$ cat src/logic/crc_accel_pkg.sv
package crc_accel_pkg;

  // ****************************************************************
  // register map
  // ****************************************************************
  localparam int          ADDR_W         = 8;
  localparam int          DATA_W         = 32;
  localparam logic [7:0]  OFS_CTL        = 8'h00;
  localparam logic [7:0]  OFS_WORD       = 8'h04;
  localparam logic [7:0]  OFS_BYTE       = 8'h08;
  localparam logic [7:0]  OFS_POLY       = 8'h0C;
  localparam logic [7:0]  OFS_RESULT     = 8'h10;
  // residual input n sits at OFS_BITS_BASE + 4*n, n = 1..7
  localparam logic [7:0]  OFS_BITS_BASE  = 8'h20;
  localparam logic [7:0]  BITS_ADDR_MASK = 8'hE3;

  // ****************************************************************
  // control fields
  // ****************************************************************
  localparam int          CTL_EN_BIT     = 0;
  localparam int          CTL_LSB_BIT    = 1;
  localparam int          CTL_BITREV_BIT = 2;
  localparam int          CTL_BYTREV_BIT = 3;
  localparam int          CTL_HWSWAP_BIT = 4;
  localparam int          CTL_REV_LSB    = 28;
  localparam int          CTL_REV_W      = 4;
  localparam logic [31:0] CTL_RW_MASK    = 32'h0000001F;

  // ****************************************************************
  // reset values and step counts
  // ****************************************************************
  localparam logic [31:0] CTL_RESET      = 32'h00000000;
  localparam logic [31:0] POLY_RESET     = 32'h04C11DB7;
  localparam logic [31:0] RESULT_RESET   = 32'h00000000;
  localparam logic [5:0]  WORD_STEPS     = 6'h20;
  localparam logic [5:0]  BYTE_STEPS     = 6'h08;

endpackage : crc_accel_pkg

$ cat src/logic/crc_accel.sv
// Our own choices: the address map and the plain strobed port.
`timescale 1ns/1ps
// How it works
// - core and dma share one input path
// - one control write sets enable and options
// - each word write advances checksum once
// - result upper bits msb-first, lower lsb-first
// - word consumed bit 31 down to 0
// - control bit 4 swaps halfwords
// - control bit 3 swaps bytes per half
// - control bit 2 reverses bits per byte
// - mirror options combine freely, all gives reversal
// - control bit 1 selects lsb-first order
// - control bit 0 enables the block
// - residual register n advances n bits
// - byte register advances exactly eight bits
// - polynomial resets to 32-bit ethernet value
module crc_accel
  import crc_accel_pkg::*;
#(
  // arbitrary value, carries no meaning
  parameter logic [3:0] REVISION = 4'h1
) (
  // clock and reset
  input  wire logic                        i_clk_sys,
  input  wire logic                        i_arst_n,
  // register port
  input  wire logic [crc_accel_pkg::ADDR_W-1:0] i_addr,
  input  wire logic [crc_accel_pkg::DATA_W-1:0] i_wr_data,
  input  wire logic                        i_wr_en,
  input  wire logic                        i_rd_en,
  output logic      [crc_accel_pkg::DATA_W-1:0] o_rd_data,
  // status
  output logic                             o_active
);
  import crc_accel_pkg::*;

  // ****************************************************************
  // registers and decode
  // ****************************************************************
  logic [31:0] ctl_q;
  logic [31:0] poly_q;
  logic [31:0] result_q;
  logic [31:0] result_d;
  logic [31:0] rd_data_d;

  logic        hit_ctl;
  logic        hit_word;
  logic        hit_byte;
  logic        hit_poly;
  logic        hit_result;
  logic        hit_bits;
  logic [2:0]  bits_n;

  logic        en;
  logic        lsb_first;
  logic        feed_word;
  logic        feed_byte;
  logic        feed_bits;
  logic        feed_fire;

  logic [31:0] mirror_word;
  logic [7:0]  in_byte;
  logic [31:0] eng_data;
  logic [5:0]  eng_steps;
  logic        eng_from_low;
  logic [31:0] eng_crc;

  assign bits_n     = i_addr[4:2];
  assign hit_ctl    = (i_addr == OFS_CTL);
  // one input address serves core stores and dma stores alike
  assign hit_word   = (i_addr == OFS_WORD);
  assign hit_byte   = (i_addr == OFS_BYTE);
  assign hit_poly   = (i_addr == OFS_POLY);
  assign hit_result = (i_addr == OFS_RESULT);
  assign hit_bits   = ((i_addr & BITS_ADDR_MASK) == OFS_BITS_BASE)
                      && (bits_n != 3'h0);

  assign en        = ctl_q[CTL_EN_BIT];
  assign lsb_first = ctl_q[CTL_LSB_BIT];

  // input stores while disabled leave the residue untouched
  assign feed_word = i_wr_en && hit_word && en;
  assign feed_byte = i_wr_en && hit_byte && en;
  assign feed_bits = i_wr_en && hit_bits && en;
  assign feed_fire = feed_word || feed_byte || feed_bits;

  // ****************************************************************
  // data path
  // ****************************************************************
  crc_word_mirror u_mirror (
    .i_word     (i_wr_data),
    .i_hw_swap  (ctl_q[CTL_HWSWAP_BIT]),
    .i_byte_rev (ctl_q[CTL_BYTREV_BIT]),
    .i_bit_rev  (ctl_q[CTL_BITREV_BIT]),
    .o_word     (mirror_word)
  );

  // only bit mirroring applies to a byte; residual bits are never mirrored
  always_comb begin
    in_byte = i_wr_data[7:0];
    if (hit_byte && ctl_q[CTL_BITREV_BIT]) begin
      for (int i = 0; i < 8; i++) begin
        in_byte[i] = i_wr_data[7-i];
      end
    end
  end

  always_comb begin
    eng_data     = mirror_word;
    eng_steps    = WORD_STEPS;
    eng_from_low = 1'b0;
    if (!hit_word) begin
      // lsb-first bytes are consumed from bit 0 upward
      eng_from_low = lsb_first;
      eng_data     = lsb_first ? {24'h000000, in_byte}
                               : {in_byte, 24'h000000};
      eng_steps    = hit_bits ? {3'h0, bits_n}
                              : BYTE_STEPS;
    end
  end

  crc_serial_engine #(
    .W (DATA_W)
  ) u_engine (
    .i_crc       (result_q),
    .i_poly      (poly_q),
    .i_data      (eng_data),
    .i_steps     (eng_steps),
    .i_lsb_first (lsb_first),
    .i_from_low  (eng_from_low),
    .o_crc       (eng_crc)
  );

  // ****************************************************************
  // register updates
  // ****************************************************************
  // enable, order and all mirrors land in a single store
  always_ff @(posedge i_clk_sys or negedge i_arst_n) begin
    if (!i_arst_n) begin
      ctl_q <= CTL_RESET;
    end else if (i_wr_en && hit_ctl) begin
      ctl_q <= i_wr_data & CTL_RW_MASK;
    end
  end

  always_ff @(posedge i_clk_sys or negedge i_arst_n) begin
    if (!i_arst_n) begin
      poly_q <= POLY_RESET;
    end else if (i_wr_en && hit_poly) begin
      poly_q <= i_wr_data;
    end
  end

  always_comb begin
    result_d = result_q;
    if (i_wr_en && hit_result) begin
      result_d = i_wr_data;
    end else if (feed_fire) begin
      result_d = eng_crc;
    end
  end

  always_ff @(posedge i_clk_sys or negedge i_arst_n) begin
    if (!i_arst_n) begin
      result_q <= RESULT_RESET;
    end else begin
      result_q <= result_d;
    end
  end

  // ****************************************************************
  // read port
  // ****************************************************************
  // input registers are store-only and read as zero
  always_comb begin
    rd_data_d = 32'h00000000;
    if (i_rd_en) begin
      if (hit_ctl) begin
        rd_data_d = ctl_q;
        rd_data_d[CTL_REV_LSB +: CTL_REV_W] = REVISION;
      end else if (hit_poly) begin
        rd_data_d = poly_q;
      end else if (hit_result) begin
        rd_data_d = result_q;
      end
    end
  end

  always_ff @(posedge i_clk_sys or negedge i_arst_n) begin
    if (!i_arst_n) begin
      o_rd_data <= 32'h00000000;
    end else begin
      o_rd_data <= rd_data_d;
    end
  end

  // mirrors the enable so power control can gate the engine
  always_ff @(posedge i_clk_sys or negedge i_arst_n) begin
    if (!i_arst_n) begin
      o_active <= 1'b0;
    end else if (i_wr_en && hit_ctl) begin
      o_active <= i_wr_data[CTL_EN_BIT];
    end
  end

  // ****************************************************************
  // checks
  // ****************************************************************
  logic [31:0] full_rev;
  logic [2:0]  mirror_mode;
  logic [31:0] ref_short;
  logic [31:0] ref_word;
  logic [3:0]  ref_n;
  logic        ref_bit;
  logic        ref_fb;
  logic        ref_wfb;

  assign mirror_mode = ctl_q[CTL_HWSWAP_BIT:CTL_BITREV_BIT];

  always_comb begin
    full_rev = 32'h00000000;
    for (int i = 0; i < 32; i++) begin
      full_rev[i] = i_wr_data[31-i];
    end
  end

  // bit-serial models written apart from the engine, so a slip in the
  // unrolled loop cannot hide behind a shared expression
  always_comb begin
    ref_short = result_q;
    ref_bit   = 1'b0;
    ref_fb    = 1'b0;
    ref_n     = hit_bits ? {1'b0, bits_n} : 4'h8;
    for (int k = 0; k < 8; k++) begin
      if (4'(k) < ref_n) begin
        ref_bit   = lsb_first ? in_byte[k] : in_byte[7-k];
        ref_fb    = ref_bit ^ (lsb_first ? ref_short[0] : ref_short[31]);
        ref_short = lsb_first ? (ref_short >> 1) : (ref_short << 1);
        if (ref_fb) begin
          ref_short = ref_short ^ poly_q;
        end
      end
    end
  end

  always_comb begin
    ref_word = result_q;
    ref_wfb  = 1'b0;
    for (int k = 31; k >= 0; k--) begin
      ref_wfb  = mirror_word[k] ^ (lsb_first ? ref_word[0] : ref_word[31]);
      ref_word = lsb_first ? (ref_word >> 1) : (ref_word << 1);
      if (ref_wfb) begin
        ref_word = ref_word ^ poly_q;
      end
    end
  end
endmodule : crc_accel

$ cat src/logic/crc_word_mirror.sv
`timescale 1ns/1ps
module crc_word_mirror (
  // raw word and options
  input  wire logic [31:0] i_word,
  input  wire logic        i_hw_swap,
  input  wire logic        i_byte_rev,
  input  wire logic        i_bit_rev,
  // reordered word
  output logic      [31:0] o_word
);
  logic [31:0] swap_w;
  logic [31:0] byte_w;

  // the three stages commute, so all eight settings combine freely
  always_comb begin
    swap_w = i_hw_swap ? {i_word[15:0], i_word[31:16]} : i_word;
    byte_w = i_byte_rev ? {swap_w[23:16], swap_w[31:24],
                           swap_w[7:0], swap_w[15:8]} : swap_w;
    o_word = byte_w;
    if (i_bit_rev) begin
      for (int i = 0; i < 32; i++) begin
        o_word[i] = byte_w[(i & 24) + 7 - (i & 7)];
      end
    end
  end

endmodule : crc_word_mirror

$ cat src/logic/crc_serial_engine.sv
`timescale 1ns/1ps
module crc_serial_engine #(
  parameter int W = 32
) (
  // running state
  input  wire logic [W-1:0] i_crc,
  input  wire logic [W-1:0] i_poly,
  // data and step control
  input  wire logic [W-1:0] i_data,
  input  wire logic [5:0]   i_steps,
  input  wire logic         i_lsb_first,
  input  wire logic         i_from_low,
  // advanced state
  output logic      [W-1:0] o_crc
);
  logic [W-1:0] seq;
  logic [W-1:0] crc;
  logic         fb;

  // all steps unrolled into one cycle so the bus never has to wait
  always_comb begin
    seq = i_data;
    crc = i_crc;
    fb  = 1'b0;
    if (i_from_low) begin
      for (int i = 0; i < W; i++) begin
        seq[i] = i_data[W-1-i];
      end
    end
    for (int i = 0; i < W; i++) begin
      if (6'(i) < i_steps) begin
        if (i_lsb_first) begin
          fb  = crc[0] ^ seq[W-1-i];
          crc = crc >> 1;
        end else begin
          fb  = crc[W-1] ^ seq[W-1-i];
          crc = crc << 1;
        end
        if (fb) begin
          crc = crc ^ i_poly;
        end
      end
    end
    o_crc = crc;
  end

endmodule : crc_serial_engine

$ cat config.mk
export PLATFORM = sky130hd
export DESIGN_NAME = crc_accel
export DESIGN_NICKNAME = d
export VERILOG_FILES = /design/src/logic/crc_accel_pkg.sv /design/src/logic/crc_accel.sv /design/src/logic/crc_word_mirror.sv /design/src/logic/crc_serial_engine.sv
export SDC_FILE = /design/constraint.sdc
export NUM_CORES = 2
export LEC_CHECK = 0
export BUFFER_PORTS_ARGS = -buffer_cell sky130_fd_sc_hd__buf_2
export CORE_UTILIZATION = 40
export CTS_CLUSTER_SIZE = 8
export DETAILED_ROUTE_END_ITERATION = 7
export GPL_TIMING_DRIVEN = 0
export HOLD_SLACK_MARGIN = 0.05
export PLACE_DENSITY = 0.57
export SLEW_MARGIN = 20
export SYNTH_ARGS = -nofsm -noshare
export SYNTH_HDL_FRONTEND = slang
export SYNTH_SLANG_ARGS = --single-unit
$ cat constraint.sdc
create_clock -name i_clk_sys -period 29.4 [get_ports i_clk_sys]
set_clock_uncertainty 0.15 [all_clocks]
set_input_delay 2.94 -clock i_clk_sys [delete_from_list [all_inputs] [get_ports i_clk_sys]]
set_output_delay 2.94 -clock i_clk_sys [all_outputs]
set_load 0.1 [all_outputs]
* After elaboration in Yosys (flattened, before gate mapping)
Cells that the tools add are included.
** Word-level totals
- Register bits after elaboration :: 102
- Input bits :: 44
- Logic and storage cells :: 362
** Cells by class
- Reductions and logical operators :: 16
- Bitwise logic cells :: 96
- Mux-type cells :: 208
- $lt $le $gt $ge :: 32
- Equal/unequal tests :: 5
** Operator list (number)
- two-way mux 32 bit :: 140
- bitwise XOR 32 bit :: 32
- less-than comparator 5 x 6 -> 1 bit (first input constant) :: 16
- two-way mux 1 bit :: 65
- bitwise XOR 1 bit :: 64
- less-than comparator 4 x 6 -> 1 bit (first input constant) :: 8
- less-than comparator 3 x 6 -> 1 bit (first input constant) :: 4
- equality test 8 x 4 -> 1 bit (second input constant) :: 2
- less-than comparator 1 x 6 -> 1 bit (first input constant) :: 2
- less-than comparator 2 x 6 -> 1 bit (first input constant) :: 2
- logical AND 1 bit :: 11
- equality test 8 x 3 -> 1 bit (second input constant) :: 1
- equality test 8 x 5 -> 1 bit (second input constant) :: 1
- logical NOT 8 bit :: 1
- two-way mux 8 bit :: 1
- two-way mux 6 bit :: 1
- equality test 5 x 3 -> 1 bit (second input constant) :: 1
- two-way mux 4 bit :: 1
- nonzero test 3 bit :: 1
- logical OR 1 bit :: 2
- nonzero test 2 bit :: 1

* Depth between registers and ports, before layout
- Depth in word-level cells :: 168
- Gate-level depth with buffers :: 117
- Depth with buffers taken out :: 92

* Cells and area by module
Synthesis repeated with hierarchy kept, for this count alone.
** Second synthesis, totals
- Cell total of the unflattened synthesis :: 9946
- Area total of the unflattened synthesis :: 67921.4 um2
** By module, submodules not included
- crc_serial_engine :: area each 62039.5 um2, times used 1, cells each 9413
- crc_accel :: area each 4599.4 um2, times used 1, cells each 457
- crc_word_mirror :: area each 1282.5 um2, times used 1, cells each 76

* Least setup slack after synthesis
Ideal clock, no wire load.
- Path kind :: input-to-reg
- Start :: input i_addr[6] in the netlist's numbering
- End :: register result_q[19]
- Arrival time :: 26.418 ns
- Stages on the path :: 104
- Setup slack :: 2.705 ns
- Path buffers :: 12
- Library setup time :: 0.128 ns
- Required time :: 29.122 ns
- Cell sequence :: or4_1 -> nor3_4 -> nand2b_1 -> buf_6 -> a211oi_2 -> a211oi_1 -> or3_1 -> buf_2 -> a21oi_2 -> o211ai_1 -> a311oi_1 -> a21oi_1 -> a21bo_2 -> buf_2 -> and4_1 -> or4_4 -> o211a_1 -> o211a_1 -> (+68 left out) -> o31ai_2 -> or4_1 -> mux2i_1 -> a211oi_2 -> a21boi_2 -> nor3_2 -> xnor3_1 -> a21o_1 -> and2_1 -> buf_4 -> o31ai_2 -> or4_1 -> buf_2 -> and2_1 -> buf_2 -> and4_1 -> nor4_1 -> o21ai_1
** Between the ends
- Cells in the longest elaborated chain, start to end :: 168
** Ends and longest elaborated chain
- start, declared :: RTL line crc_accel.sv:28 : input wire logic [crc_accel_pkg::ADDR_W-1:0] i_addr,
- equality test 8 x 4 -> 1 bit :: RTL line crc_accel.sv:73 : assign hit_byte = (i_addr == OFS_BYTE);
- logical AND 1 bit :: RTL line crc_accel.sv:102 : if (hit_byte && ctl_q[CTL_BITREV_BIT]) begin
- two-way mux 8 bit :: RTL line crc_accel.sv:102
- two-way mux 32 bit :: RTL line crc_accel.sv:116 : eng_data = lsb_first ? {24'h000000, in_byte}
- two-way mux 32 bit :: RTL line crc_accel.sv:113 : if (!hit_word) begin
- two-way mux 32 bit :: RTL line crc_serial_engine.sv:25 : if (i_from_low) begin
- bitwise XOR 1 bit, on equally long branches :: RTL line crc_serial_engine.sv:36, crc_serial_engine.sv:33
- two-way mux 1 bit :: RTL line crc_serial_engine.sv:32 : if (i_lsb_first) begin
- (+152 left out)
- two-way mux 32 bit :: RTL line crc_serial_engine.sv:31 : if (6'(i) < i_steps) begin
- two-way mux 32 bit, or another cell as far along :: RTL line crc_serial_engine.sv:32
- two-way mux 32 bit / two-way mux 1 bit (equally long branches) :: RTL line crc_serial_engine.sv:31, crc_serial_engine.sv:32
- bitwise XOR 32 bit / two-way mux 1 bit (equally long branches) :: RTL line crc_serial_engine.sv:40, crc_serial_engine.sv:31
- two-way mux 32 bit :: RTL line crc_serial_engine.sv:39 : if (fb) begin
- two-way mux 32 bit :: RTL line crc_serial_engine.sv:31
- two-way mux 32 bit :: RTL line crc_accel.sv:159 : end else if (feed_fire) begin
- two-way mux 32 bit :: RTL line crc_accel.sv:157 : if (i_wr_en && hit_result) begin
- end signal, assigned :: RTL line crc_accel.sv:168 : result_q <= result_d;
- end, declared :: RTL line crc_accel.sv:43 : logic [31:0] result_q;
Several ways; a longest one is shown, not always the timed one. The select of a mux whose other input is x is not followed.
A chain may end at the register's enable or synchronous reset.

* Worst setup path after layout
- Start :: register ctl_q[1]
- End :: register result_q[23]
** Between the ends
- Cells in the longest elaborated chain, start to end :: 165
** Ends and longest elaborated chain
- start, declared :: RTL line crc_accel.sv:41 : logic [31:0] ctl_q;
- start signal, assigned :: RTL line crc_accel.sv:143 : ctl_q <= i_wr_data & CTL_RW_MASK;
- two-way mux 32 bit :: RTL line crc_accel.sv:116
- two-way mux 32 bit :: RTL line crc_accel.sv:113
- two-way mux 32 bit :: RTL line crc_serial_engine.sv:25
- bitwise XOR 1 bit, on equally long branches :: RTL line crc_serial_engine.sv:36, crc_serial_engine.sv:33
- two-way mux 1 bit :: RTL line crc_serial_engine.sv:32
- two-way mux 1 bit :: RTL line crc_serial_engine.sv:31
- two-way mux 32 bit :: RTL line crc_serial_engine.sv:39
- two-way mux 32 bit :: RTL line crc_serial_engine.sv:31
- (+149 left out)
- two-way mux 32 bit :: RTL line crc_serial_engine.sv:31
- two-way mux 32 bit, or another cell as far along :: RTL line crc_serial_engine.sv:32
- two-way mux 32 bit / two-way mux 1 bit (equally long branches) :: RTL line crc_serial_engine.sv:31, crc_serial_engine.sv:32
- bitwise XOR 32 bit / two-way mux 1 bit (equally long branches) :: RTL line crc_serial_engine.sv:40, crc_serial_engine.sv:31
- two-way mux 32 bit :: RTL line crc_serial_engine.sv:39
- two-way mux 32 bit (*) :: RTL line crc_serial_engine.sv:31
- two-way mux 32 bit (*) :: RTL line crc_accel.sv:159
- two-way mux 32 bit (*) :: RTL line crc_accel.sv:157
Every way passes the cells marked *; elsewhere a longest branch is shown, timed or not. The select of a mux whose other input is x is not followed.

==> impl_metrics.json <==
{
  "critPathMaxFanout": 10,
  "seq_area_frac_synth": 0.0550,
  "fin_nets": 7347,
  "relSlewSlack": -0.0142,
  "cap_viol_max_count": 1,
  "grt_pass1_wl_mm": 467,
  "drc": 11,
  "register_area_sq_mm": 0.00254,
  "ys_dominant_reg_cell": "dfrtp_1",
  "synth_top_area_cell": "xnor2_1",
  "clkLatencyLatePin_ns": 0.37,
  "drive_above_1_share": 0.185,
  "start_util": 0.404,
  "wl_per_cell_microns": 39.0,
  "dp.final_hpwl_mm": 271,
  "first_pass_iters": 8,
  "avgSynthCellArea_sq_um": 6.63,
  "cts.clk_slew.worst_paths_ns": 0.08,
  "final-hold-violation-count": 0,
  "r2r-end": "result_q[23]$_DFFE_PN0P_",
  "portBuffers": 73,
  "crit_top_cell": "clkbuf_2",
  "cts-buffers-inserted": 9,
  "netlist_instances": 6987,
  "synth_area_leaders": "xnor2_1 (13%), xor2_1 (8.5%), nand2_1 (7.9%)",
  "synth_edf_count": 0,
  "grtUsageMet3": 0.204,
  "via_count": 64806,
  "busiest_layer": "met2",
  "endpoint_kind": "register",
  "grt_pass1_vias": 58692,
  "gr-usage-all-layers": 0.561,
  "period_needed_ns": 29.92,
  "finalCritPeriodShare": 1.02,
  "syn2layout_area_growth_pct": 18.3,
  "critPathSlowestCell": "clkdlybuf4s15_1",
  "vias_per_cell": 7.32,
  "grt_use_met2": 0.805,
  "status": "complete, but fails checks",
  "num_io_pins": 77,
  "setup_viol": 32,
  "antenna_found_initial": 42,
  "synth.ff_latch_count": 101,
  "reg2reg_slack_ns": -0.52,
  "cts-root-buf": "clkbuf_16",
  "synth_top_cell_area_share": 0.134,
  "antenna_left": 0,
  "dp.cells": 8608,
  "cp_slowest_stage_delay_ns": 0.78,
  "violations": "DRC, capacitance limit, slew limit, setup timing",
  "multi_input_area_sq_mm": 0.0438,
  "yosysWarningCount": 0,
  "layout.cells.non_filler": 8853,
  "hold_class": "reg2reg",
  "worst_setup_path_start_kind": "register",
  "max_clock_freq_ghz": 0.0334,
  "path_class": "reg2reg",
  "worst_hold_path.endpoint": "ctl_q[0]$_DFFE_PN0P_",
  "gp_congestion": 1.10,
  "hold_path_startpoint": "ctl_q[0]$_DFFE_PN0P_",
  "rr_startpoint": "ctl_q[1]$_DFFE_PN0P_",
  "rows": 124,
  "core_area_sq_mm": 0.115,
  "syn_area_sq_mm": 0.0463,
  "grt_util_met1": 0.624,
  "grt_max_degree": 65,
  "htreeDepth": 3,
  "drt_iter0_drc": 10149,
  "ff2ff_path_depth": 89,
  "grt_overflow": 0,
  "peakVddDrop_uv": 56.5,
  "die_h_microns": 342,
  "async_flop_share": 1.00,
  "leakagePower_nw": 18.5,
  "hold_depth": 2,
  "tritoncts": "built",
  "syn_nets": 7031,
  "arrival_ns": 30.00,
  "wirelength_mm": 345,
  "p_per_area_mw_per_mm2": 66.7,
  "critPathRequiredTime_ns": 29.49,
  "worst_slew_pin_slew_ns": 1.51,
  "timing.hold.ws_ns": 0.461,
  "fill_cells": 12263,
  "ys_types": 133,
  "report.final.slew_viol_count": 11,
  "die-area_sq_mm": 0.117,
  "clk_path_buf_depth": 2,
  "die_w_microns": 342,
  "cts.sinks": 101,
  "ctsHoldBuffers": 0,
  "layout_setup_ws_ns": -0.515
}
## Yosys cell counts (45+ instances only)
| master | count |
|---|---|
| a211oi_1 | 102 |
| o211ai_1 | 72 |
| dfrtp_1 | 87 |
| buf_4 | 106 |
| o21ai_1 | 69 |
| a22oi_1 | 126 |
| a21oi_1 | 549 |
| a31oi_1 | 91 |
| o22ai_1 | 87 |
| clkbuf_1 | 380 |
| mux2_2 | 66 |
| nand2_1 | 973 |
| nand4_1 | 66 |
| o31ai_1 | 56 |
| nand3_1 | 163 |
| xor2_1 | 447 |
| buf_1 | 93 |
| inv_1 | 65 |
| and3_1 | 85 |
| mux2i_1 | 196 |
| a21o_1 | 45 |
| nor4_1 | 51 |
| nor3_1 | 205 |
| buf_2 | 69 |
| and2_1 | 84 |
| xnor2_1 | 709 |
| o21ai_0 | 364 |
| nor2_1 | 645 |
| mux4_2 | 61 |
## through the flow
step | utilization | setup WS, ns | cell area [sq um] | TNS (ns) | total power [mW]
after CTS | 0.452 | -0.00607 | 51800 | -0.00607 | 3.21
after global placement | 0.424 | -7.30 | 48600 | -227.88 | 2.89
after floorplan | - | 2.70 | 46300 | 0 | 1.89
after global routing | 0.478 | -0.363 | 54700 | -7.55 | 3.67
after detailed placement | 0.431 | -6.03 | 49300 | -186.20 | 2.94
final | 0.479 | -0.515 | 54800 | -8.24 | 3.65
## layout by cell type, fill, tap and decap left out, types with 165 or more instances in the layout
| master | count |
|---|---|
| xnor2_1 | 689 |
| xor2_1 | 442 |
| nor3_1 | 185 |
| clkbuf_1 | 268 |
| buf_4 | 308 |
| nor2_1 | 602 |
| o21ai_0 | 326 |
| nand2_1 | 958 |
| a21oi_1 | 515 |
| mux2i_1 | 165 |
## power by group
group | internal (mW) | switching [mW]
Combinational | 1.07 | 2.30
Clock | 0.0597 | 0.0626
Sequential | 0.145 | 0.0131
## metal layers
layer / routed length [microns] / share of wire
met1: 116000 / 0.34
met2: 139000 / 0.40
met3: 45500 / 0.13
met4: 44600 / 0.13
met5: 319 / 0.00092
## timing repair
action	in CTS	in global routing
pin swaps	65	138
setup buffers	66	128
gates resized for setup	333	451
endpoints found under the hold margin	0	0
setup endpoints to repair	34	32
gates cloned	0	1
## state kept, by name (all words and copies together) (netlist names)
signal,flops
ctl_q,5
o_rd_data,32
poly_q,32
result_q,32
## worst max-delay path by stage
stage                               from                       end  slack [ns]  cells after the start
global route                i_wr_data[7]   result_q[6]$_DFFE_PN0P_       -0.36                    114
global placement    ctl_q[1]$_DFFE_PN0P_   result_q[7]$_DFFE_PN0P_       -7.30                    105
floorplan                      i_addr[6]  result_q[19]$_DFFE_PN0P_        2.70                    104
finish              ctl_q[1]$_DFFE_PN0P_  result_q[23]$_DFFE_PN0P_       -0.52                     89
detailed placement             i_addr[6]   result_q[7]$_DFFE_PN0P_       -6.03                    104
CTS                         i_wr_data[0]   result_q[7]$_DFFE_PN0P_      -0.006                    109
## area by class of cell
cell class              count  area share
diodes                     33     0.00151
plain buffers             660      0.0625
clock buffers               9     0.00411
clock inverters             7     0.00128
inverters                  71     0.00486
multi-input cells        6153       0.799
flip-flops and latches    101      0.0464
well taps                1512      0.0345
repair buffers            307      0.0455
## worst max-delay path, delay by kind of cell, from the launching register on
kind | cells | cell delay (ns)
flip-flops | 1 | 0.33
buffers and inverters | 45 | 20.04
AO/OA/AOI/OAI | 25 | 5.68
XOR/XNOR | 14 | 2.53
multiplexers | 1 | 0.15
AND/OR/NAND/NOR | 4 | 0.70
## logic make-up after synthesis
logic type,count (synthesis),share of synthesized area
compound gates,2150,0.313
mux,332,0.0904
flops,101,0.0550
buf+inv,734,0.0720
simple gates,2508,0.248
xor+xnor,1162,0.221
No activity file was read; power rests on OpenSTA's default activity.
